### src/dio_opto_map.svh
`ifndef DIO_OPTO_MAP_SVH
`define DIO_OPTO_MAP_SVH

// register offsets from the board base
`define DOE_OFS_DIR       4'h4
`define DOE_OFS_DATA      4'h5
`define DOE_OFS_EDGE_CFG  4'h6
`define DOE_OFS_LEVEL     4'h7
`define DOE_OFS_JUMPER    4'h8
`define DOE_OFS_IRQ       4'hb

// opto_edge_config and opto_level_and_edge field positions
`define DOE_CFG_ENABLE_LSB 0
`define DOE_CFG_SENSE_LSB  4
`define DOE_LVL_LEVEL_LSB  0
`define DOE_LVL_FLAG_LSB   4

// jumper_sense_status field position
`define DOE_JMP_FLAG_BIT   0

// interrupt_control_status field positions
`define DOE_IRQ_PORT_EN    0
`define DOE_IRQ_ISO_EN     1
`define DOE_IRQ_PORT_FLAG  2
`define DOE_IRQ_ISO_FLAG   3
`define DOE_IRQ_PORT_CLR   4
`define DOE_IRQ_ISO_CLR    5

// reset values
`define DOE_RST_DIR        4'h0
`define DOE_RST_DATA       4'h0
`define DOE_RST_EDGE_CFG   8'h00
`define DOE_RST_IRQ_EN     1'b0
`define DOE_RST_RDATA      8'h00

`endif

### src/dio_opto_pkg.sv
package dio_opto_pkg;

  typedef logic [3:0] line_vec_t;
  typedef logic [3:0] bus_addr_t;
  typedef logic [7:0] bus_byte_t;

  typedef struct packed {
    line_vec_t sense_select;
    line_vec_t enable;
  } edge_cfg_t;

endpackage : dio_opto_pkg

### src/irq_ctl_if.sv
`timescale 1ns/1ps

interface irq_ctl_if;
  logic enable;
  logic set;
  logic clear;
  logic flag;

  modport circuit (input enable, input set, input clear, output flag);
  modport owner   (output enable, output set, output clear, input flag);
endinterface : irq_ctl_if

### src/irq_circuit.sv
`timescale 1ns/1ps

module irq_circuit (
  input wire logic    clock,
  input wire logic    rst_n,
  irq_ctl_if.circuit  ctl
);

  // set beats clear so an event in the clearing cycle is kept
  always_ff @(posedge clock or negedge rst_n) begin
    if (!rst_n) begin
      ctl.flag <= 1'b0;
    end else begin
      ctl.flag <= ctl.enable & (ctl.set | (ctl.flag & ~ctl.clear));
    end
  end
endmodule : irq_circuit

### src/dio_opto_edge_interrupt.sv
`timescale 1ns/1ps
`include "dio_opto_map.svh"

// Summary of operation
// four port lines via data register
// per-line direction bits select drive
// reset makes every line input
// enabled line change sets port flag
// clear write drops port request
// disabled port interrupt clears, stays quiet
// bus request is OR of circuits
// jumper readable; it inverts opto readback
// edge detection only on enabled channels
// sense select: 0 falling, 1 rising
// installed jumper turns voltage rise falling
// software writes edge config in one go
// level register: levels low, flags high
// reading levels clears edge flags
// edge flags stick until read
// enabled opto edge sets isolated flag
// clear write drops isolated request
// software disables opto interrupts by enable
// requests latch until software clears
module dio_opto_edge_interrupt
  import dio_opto_pkg::*;
(
  input  wire logic      clock,
  input  wire logic      rst_n,
  input  wire bus_addr_t bus_addr,
  input  wire logic      bus_write,
  input  wire logic      bus_read,
  input  wire bus_byte_t bus_wdata,
  output bus_byte_t      bus_rdata,
  input  wire line_vec_t dio_in,
  output line_vec_t      dio_out,
  output line_vec_t      dio_oe_n,
  input  wire line_vec_t opto_high,
  input  wire logic      jumper_installed,
  input  wire logic [1:0] other_irq,
  output logic           bus_irq
);

  line_vec_t line_way_select;
  line_vec_t port_line_data;
  edge_cfg_t edge_cfg;
  logic      port_change_irq_enable;
  logic      isolated_irq_enable;
  line_vec_t isolated_edge_flags;
  line_vec_t next_edge_flags;
  line_vec_t isolated_input_levels;
  line_vec_t level_prev;
  line_vec_t new_edges;
  line_vec_t dio_meta;
  line_vec_t dio_sync;
  line_vec_t dio_prev;
  line_vec_t line_readback;
  line_vec_t opto_meta;
  line_vec_t opto_sync;
  logic      jumper_meta;
  logic      input_sense_jumper_flag;
  logic      port_change;
  logic      wr_dir;
  logic      wr_data;
  logic      wr_cfg;
  logic      wr_irq;
  logic      rd_level;
  logic      port_change_irq_clear;
  logic      isolated_irq_clear;
  bus_byte_t next_rdata;

  irq_ctl_if port_ctl ();
  irq_ctl_if iso_ctl ();

  assign wr_dir   = bus_write && (bus_addr == `DOE_OFS_DIR);
  assign wr_data  = bus_write && (bus_addr == `DOE_OFS_DATA);
  assign wr_cfg   = bus_write && (bus_addr == `DOE_OFS_EDGE_CFG);
  assign wr_irq   = bus_write && (bus_addr == `DOE_OFS_IRQ);
  assign rd_level = bus_read && (bus_addr == `DOE_OFS_LEVEL);

  assign port_change_irq_clear = wr_irq && bus_wdata[`DOE_IRQ_PORT_CLR];
  assign isolated_irq_clear    = wr_irq && bus_wdata[`DOE_IRQ_ISO_CLR];

  // pins and the jumper arrive from outside: two stages each
  always_ff @(posedge clock or negedge rst_n) begin
    if (!rst_n) begin
      dio_meta                <= 4'h0;
      dio_sync                <= 4'h0;
      opto_meta               <= 4'h0;
      opto_sync               <= 4'h0;
      jumper_meta             <= 1'b0;
      input_sense_jumper_flag <= 1'b0;
    end else begin
      dio_meta                <= dio_in;
      dio_sync                <= dio_meta;
      opto_meta               <= opto_high;
      opto_sync               <= opto_meta;
      jumper_meta             <= jumper_installed;
      input_sense_jumper_flag <= jumper_meta;
    end
  end

  always_ff @(posedge clock or negedge rst_n) begin
    if (!rst_n) begin
      line_way_select <= `DOE_RST_DIR;
    end else if (wr_dir) begin
      line_way_select <= bus_wdata[3:0];
    end
  end

  always_ff @(posedge clock or negedge rst_n) begin
    if (!rst_n) begin
      port_line_data <= `DOE_RST_DATA;
    end else if (wr_data) begin
      port_line_data <= bus_wdata[3:0];
    end
  end

  assign dio_out  = port_line_data;
  assign dio_oe_n = ~line_way_select;

  // output lines read back the latch, inputs the synchronised pin
  assign line_readback = (dio_sync & ~line_way_select) | (port_line_data & line_way_select);

  always_ff @(posedge clock or negedge rst_n) begin
    if (!rst_n) begin
      dio_prev <= 4'h0;
    end else begin
      dio_prev <= dio_sync;
    end
  end

  // lines driven by the port itself are not watched
  assign port_change = |((dio_sync ^ dio_prev) & ~line_way_select);

  // all enables and senses land in one write
  always_ff @(posedge clock or negedge rst_n) begin
    if (!rst_n) begin
      edge_cfg <= `DOE_RST_EDGE_CFG;
    end else if (wr_cfg) begin
      edge_cfg <= bus_wdata;
    end
  end

  always_ff @(posedge clock or negedge rst_n) begin
    if (!rst_n) begin
      port_change_irq_enable <= `DOE_RST_IRQ_EN;
      isolated_irq_enable    <= `DOE_RST_IRQ_EN;
    end else if (wr_irq) begin
      port_change_irq_enable <= bus_wdata[`DOE_IRQ_PORT_EN];
      isolated_irq_enable    <= bus_wdata[`DOE_IRQ_ISO_EN];
    end
  end

  // the jumper flips the logic meaning, and edges are judged on it
  assign isolated_input_levels = opto_sync ^ {4{input_sense_jumper_flag}};

  // a jumper change looks like an edge on every channel; move it only with edges disabled
  always_ff @(posedge clock or negedge rst_n) begin
    if (!rst_n) begin
      level_prev <= 4'h0;
    end else begin
      level_prev <= isolated_input_levels;
    end
  end

  genvar ch;
  generate
    for (ch = 0; ch < 4; ch++) begin : g_edge
      logic rising;
      logic falling;
      assign rising  = isolated_input_levels[ch] & ~level_prev[ch];
      assign falling = ~isolated_input_levels[ch] & level_prev[ch];
      assign new_edges[ch] = edge_cfg.enable[ch] &
                             (edge_cfg.sense_select[ch] ? rising : falling);
    end
  endgenerate

  // a fresh edge in the reading cycle survives the clear
  assign next_edge_flags = new_edges | (isolated_edge_flags & ~{4{rd_level}});

  always_ff @(posedge clock or negedge rst_n) begin
    if (!rst_n) begin
      isolated_edge_flags <= 4'h0;
    end else begin
      isolated_edge_flags <= next_edge_flags;
    end
  end

  assign port_ctl.enable = port_change_irq_enable;
  assign port_ctl.set    = port_change;
  assign port_ctl.clear  = port_change_irq_clear;
  assign iso_ctl.enable  = isolated_irq_enable;
  assign iso_ctl.set     = |new_edges;
  assign iso_ctl.clear   = isolated_irq_clear;

  irq_circuit u_port_irq (
    .clock (clock),
    .rst_n (rst_n),
    .ctl   (port_ctl.circuit)
  );

  irq_circuit u_iso_irq (
    .clock (clock),
    .rst_n (rst_n),
    .ctl   (iso_ctl.circuit)
  );

  // the other two circuits of the board come in on other_irq
  assign bus_irq = port_ctl.flag | iso_ctl.flag | (|other_irq);

  always_comb begin
    next_rdata = `DOE_RST_RDATA;
    unique case (bus_addr)
      `DOE_OFS_DIR:      next_rdata = {4'h0, line_way_select};
      `DOE_OFS_DATA:     next_rdata = {4'h0, line_readback};
      `DOE_OFS_EDGE_CFG: next_rdata = edge_cfg;
      `DOE_OFS_LEVEL:    next_rdata = {isolated_edge_flags, isolated_input_levels};
      `DOE_OFS_JUMPER:   next_rdata = {7'h00, input_sense_jumper_flag};
      `DOE_OFS_IRQ:      next_rdata = {4'h0, iso_ctl.flag, port_ctl.flag,
                                       isolated_irq_enable, port_change_irq_enable};
      default:           next_rdata = `DOE_RST_RDATA;
    endcase
  end

  always_ff @(posedge clock or negedge rst_n) begin
    if (!rst_n) begin
      bus_rdata <= `DOE_RST_RDATA;
    end else if (bus_read) begin
      bus_rdata <= next_rdata;
    end
  end
endmodule : dio_opto_edge_interrupt

### config.mk
export PLATFORM = sky130hd
export DESIGN_NAME = dio_opto_edge_interrupt
export DESIGN_NICKNAME = d
export VERILOG_FILES = /design/src/dio_opto_pkg.sv /design/src/irq_ctl_if.sv /design/src/irq_circuit.sv /design/src/dio_opto_edge_interrupt.sv
export VERILOG_INCLUDE_DIRS = /design/src /design/src/src
export SDC_FILE = /design/constraint.sdc
export NUM_CORES = 1
export LEC_CHECK = 0
export BUFFER_PORTS_ARGS = -buffer_cell sky130_fd_sc_hd__clkbuf_2
export CAP_MARGIN = 0
export CORE_MARGIN = 10
export CORE_UTILIZATION = 30
export CTS_CLUSTER_DIAMETER = 50
export DETAILED_ROUTE_END_ITERATION = 8
export HOLD_SLACK_MARGIN = 0.1
export SYNTH_ARGS = -nofsm -noshare
export SYNTH_HDL_FRONTEND = slang
export SYNTH_SLANG_ARGS = --single-unit
### constraint.sdc
create_clock -name clock -period 1.5 [get_ports clock]
set_input_delay 0.15 -clock clock [delete_from_list [all_inputs] [get_ports clock]]
set_output_delay 0.15 -clock clock [all_outputs]
set_load 0.02 [all_outputs]
* Yosys cells after proc, flatten, opt, wreduce, memory -nomap -nowiden
Index checks and enable logic that the tools add are counted.
** Storage, ports and cells
- Output and inout port bits :: 17
- RAM bits :: 0
- Latch bits :: 0
- Register bits :: 58
- Memory bits (read-only) :: 0
- Memories kept :: 0
** Cells by class
- Magnitude comparators :: 0
- Shifts and indexed selects :: 0
- $mul :: 0
- Equality and inequality tests :: 6
- Reductions and logical operators :: 10
- Add/subtract/negate cells :: 0
- Bitwise gates (word level) :: 40
- Div/mod/pow operators :: 0
- Multiplexer cells :: 5
** Operator list (count)
- $pmux W8 S6 :: 1
- $and A1 B1 Y1 :: 16
- $and A4 B4 Y4 :: 4
- $eq A4 B3 Y1 const B :: 4
- $not A1 Y1 :: 10
- $eq A4 B4 Y1 const B :: 2
- $not A4 Y4 :: 2
- $or A4 B4 Y4 :: 2
- $reduce_or A4 Y1 :: 2
- $xor A4 B4 Y4 :: 2
- $logic_and A1 B1 Y1 :: 7
- $mux W1 :: 4
- $or A1 B1 Y1 :: 4
- $reduce_or A2 Y1 :: 1

* Depth between registers and ports, before layout
- Word-level depth :: 8
- Depth in mapped cells :: 6
- Gate-level depth less buffers :: 4

* Modules after synthesis
From an unflattened synthesis, not the netlist that was laid out.
** Unflattened totals
- Cells, all modules :: 179
- Area, all modules :: 2381.0 um2
** By module, submodules not included
- dio_opto_edge_interrupt :: area an instance 2288.4 um2, cells an instance 173, sequential area each 1401.3 um2, instances 1
- irq_circuit :: area an instance 46.3 um2, cells an instance 3, sequential area each 25.0 um2, instances 2

* Worst setup path after synthesis
OpenSTA, ideal clock, no wires.
- Kind :: flip-flop to flip-flop
- Start point :: register port_line_data[0], in the netlist dio_out[0]
- End point :: register bus_rdata[0]
- Arrival :: 1.368 ns
- Cell stages (with the launch flop) :: 5
- Path slack :: -0.011 ns
- Cells stage by stage :: dfrtp_1 > mux2_2 > mux4_2 > a2bb2oi_1 > o22ai_1
** On the way
- Longest elaborated chain between the ends :: 3
** RTL lines
- from (decl) :: line dio_opto_edge_interrupt.sv:44 : line_vec_t port_line_data;
- from (signal assigned) :: line dio_opto_edge_interrupt.sv:112 : port_line_data <= `DOE_RST_DATA;
- from (signal assigned) :: line dio_opto_edge_interrupt.sv:114 : port_line_data <= bus_wdata[3:0];
- $and A4 B4 Y4 :: line dio_opto_edge_interrupt.sv:122 : assign line_readback = (dio_sync & ~line_way_select) | (port_line_data & line_way_select);
- $or A4 B4 Y4 :: line dio_opto_edge_interrupt.sv:122
- $pmux W8 S6 :: line dio_opto_edge_interrupt.sv:213 : unique case (bus_addr)
- to (signal assigned) :: line dio_opto_edge_interrupt.sv:227 : bus_rdata <= `DOE_RST_RDATA;
- to (signal assigned) :: line dio_opto_edge_interrupt.sv:229 : bus_rdata <= next_rdata;
- to (decl) :: line dio_opto_edge_interrupt.sv:33 : output bus_byte_t bus_rdata,
No other way between the ends.
A chain may end at the register's enable or synchronous reset.

* Final worst setup path
- Start point :: register u_port_irq.ctl.flag
- End point :: output port bus_irq
** On the way
- Longest elaborated chain between the ends :: 2
** RTL lines
- from (decl) :: line irq_ctl_if.sv:9 : modport circuit (input enable, input set, input clear, output flag);
- from (signal assigned) :: line irq_circuit.sv:14 : ctl.flag <= ctl.enable & (ctl.set | (ctl.flag & ~ctl.clear));
- $or A1 B1 Y1 (2 in series) :: line dio_opto_edge_interrupt.sv:209 : assign bus_irq = port_ctl.flag | iso_ctl.flag | (|other_irq);
- to (decl) :: line dio_opto_edge_interrupt.sv:40 : output logic bus_irq
No other way between the ends.

==> results_dict.tcl <==
set metrics [dict create \
    h-tree-depth 3 \
    ant_nets 0 \
    post-dp-hpwl_um 3910 \
    layout_min_cycle_time_ns 1.51 \
    outcome "finished with violations" \
    ir_worst_vdd_mv 0.728 \
    required_ns 1.35 \
    vias 1658 \
    place_congestion 0.792 \
    hold_end "edge_cfg[0]" \
    drv_cap 0 \
    grt_first_pass_wirelength_um 8860 \
    rsz0062_at_grt "true" \
    area_growth_pct 38.0 \
    cp_cell_sequence "or4_4 -> buf_8" \
    hold-worst-slack_ns 0.117 \
    postSynthRegisterBits 58 \
    yosys-top-cells-count "58 x dfrtp_1, 17 x mux2i_1, 16 x inv_1" \
    grt_max_degree 59 \
    clock.fmax_mhz 662 \
    timing.setup.tns_ns -0.0113 \
    fillers 717 \
    synth_seq_area_share_pct 60.6 \
    die_h_um 109 \
    start_kind "register" \
    async_flop_share_pct 100 \
    final_core_util_pct 42.8 \
    crit_type "reg -> out" \
    path_delay_family "simple AND/OR/NAND/NOR gates" \
    die_area_um2 12000 \
    violations "negative setup slack" \
    grt_pass1_vias 1799 \
    wl_um 5430 \
    synthesis.nets 205 \
    drt-initial-drc-count 71 \
    cts_num_sinks 58 \
    setup_slack_ns -0.0113 \
    crit_slowest_cell "or4_4" \
    skew_ns 0.00608 \
    synth_flop_cell "dfrtp_1" \
    numCtsBuffers 9 \
    drcViolationCount 0 \
    antenna_cells 0 \
    cp_max_fo 2 \
    period_share_pct 101 \
    grtUsageTotal_pct 9.76 \
    p_leak_nw 1.56 \
    grt-ovfl-total 0 \
    endpoint_kind "output pin" \
    min_path_cells 2 \
    yosys-top-cells-area "dfrtp_1 61%, mux2i_1 7.1%, mux2_2 7.1%, o22ai_1 2.6%, xnor2_1 2.6%" \
    critPathArrivalTime_ns 1.36 \
    reg2reg_from "input_sense_jumper_flag" \
    yosysTopAreaCell "dfrtp_1" \
    layout.nets 289 \
    maxSlewHeadroom_pct 70.7 \
    synth_cell_types 33 \
    initial_core_util_pct 31.0 \
    dr.pass1.iters 4 \
    netlist_area_um2 2390 \
    cp_num_buf_inv 1 \
    tightest_slew_ns 0.435 \
    core_um2 7730 \
    hp-start "bus_wdata[0]" \
    dieWidth_um 109 \
    hold_class "in -> reg" \
    maxSlewViolCount 0 \
    via_per_inst 4.49 \
    clk_latency_ns 0.33 \
    finalSetupViolCount 1 \
    clockBufferDepth 2 \
    ff2ff_path_depth 5 \
    ctsRootBufferMaster "clkbuf_8" \
    path_clk_slew_ns 0.07 \
    max_stage_delay_ns 0.49 \
    wl_per_cell_um 14.7 \
    rows 32 \
    finalHoldViolCount 0 \
    power_density_nw_per_um2 1350 \
    numPortBuffers 43 \
    place_ws_ns -0.0459 \
    antenna_found_initial 0 \
    ys_warn_count 0 \
    io_pins 44 \
    drive_gt1_share_pct 40.8 \
    cts_tree "done" \
    synth_top_cell_area_share_pct 60.6 \
    rrSetupSlack_ns 0 \
    synth_cells 178 \
    yosysMostFrequentCell "dfrtp_1" \
    synth-edff-count 0 \
    syn_area_per_cell_um2 13.5 \
    r2r_end "u_iso_irq.ctl.flag" \
]
[cells in the final DEF, fill, tap and decap left out, types with 2 or more instances in the layout]
master,n
a21o_1,4
a221oi_2,3
a31oi_1,2
and4b_1,2
buf_4,20
bufinv_16,2
clkbuf_2,42
clkbuf_8,10
clkinv_2,2
dfrtp_1,56
dfrtp_2,2
dlygate4sd3_1,16
inv_1,16
mux2_2,15
mux2_4,4
mux2i_1,17
nand3_1,2
nand3b_1,8
nor2_1,4
o22ai_1,10
or3b_4,2
xnor2_1,6
xor2_1,2
[power breakdown]
| group | internal, W | leakage [nW] | switching [W] | total (W) |
|---|---|---|---|---|
| clock network | 0.000975 | 0.109 | 0.000594 | 0.00157 |
| logic | 0.000493 | 0.747 | 0.000411 | 0.000904 |
| registers | 0.00180 | 0.700 | 0.000175 | 0.00198 |
[repair_timing]
action | 4_1_cts | 5_1_grt
setup buffers | 3 | 0
resized for setup | 3 | 7
hold buffers | 16 | 0
pin swaps | 2 | 1
endpoints found under the setup margin | 4 | 6
hold endpoints to repair | 77 | 0
[cell families after synthesis]
family          after synthesis  share of synthesized area, %
flops                        58                          60.6
simple gates                 27                          7.73
compound gates               24                          6.95
xor+xnor                      9                          3.29
mux                          37                          17.6
buf+inv                      23                          3.81
[through the flow]
stage               cell area (µm²)  cells  power (W)
floorplan                      2400    178    0.00246
global route                   3300    369    0.00472
detailed placement             2860    334    0.00282
CTS                            3270    369    0.00449
finish                         3300    369    0.00445
global placement               2860    334    0.00281
[layout make-up]
type / count / area (µm²) / share of cell area [%]
clock inverter: 5 / 77.6 / 2.35
sequential: 58 / 1450 / 44.0
multi-input combinational: 97 / 888 / 26.9
tap: 102 / 128 / 3.86
inverter: 16 / 60.1 / 1.82
timing repair buffer: 80 / 556 / 16.8
clock buffer: 11 / 141 / 4.28
[worst max path at each step]
stage,startpoint,endpoint,slack [ns],cells past startpoint
after floorplan,line_way_select[0],bus_rdata[0],0.003,4
after global placement,bus_addr[0],line_way_select[1],-0.04,4
after detailed placement,bus_addr[0],line_way_select[0],-0.05,4
after CTS,u_port_irq.ctl.flag,bus_irq,-0.09,2
after global routing,input_sense_jumper_flag,u_iso_irq.ctl.flag,-0.07,5
final,u_port_irq.ctl.flag,bus_irq,-0.01,2
[registers in the layout, indices dropped and copies added, names as in the netlist, 4 cells and up]
signal,count
dio_prev,4
opto_meta,4
line_way_select,4
isolated_edge_flags,4
dio_meta,4
edge_cfg,8
dio_out,4
level_prev,4
bus_rdata,8
dio_sync,4
opto_sync,4
[worst register-to-register path, delay by kind of cell (launching register included)]
family	cells	cell delay [ns]
DFF	1	0.47
muxes	1	0.35
AOI/OAI and AO/OA	2	0.24
xor gates and xnor gates	1	0.21
buffers and inverters	1	0.16
[metal layers]
metal	global-route usage [%]	up-vias	wire, µm
li1	-	800	-
met1	12.0	804	2500
met2	14.7	47	2450
met3	4.92	7	392
met4	2.97	0	81
met5	0	-	0
Power figures use the tool's default switching activity.
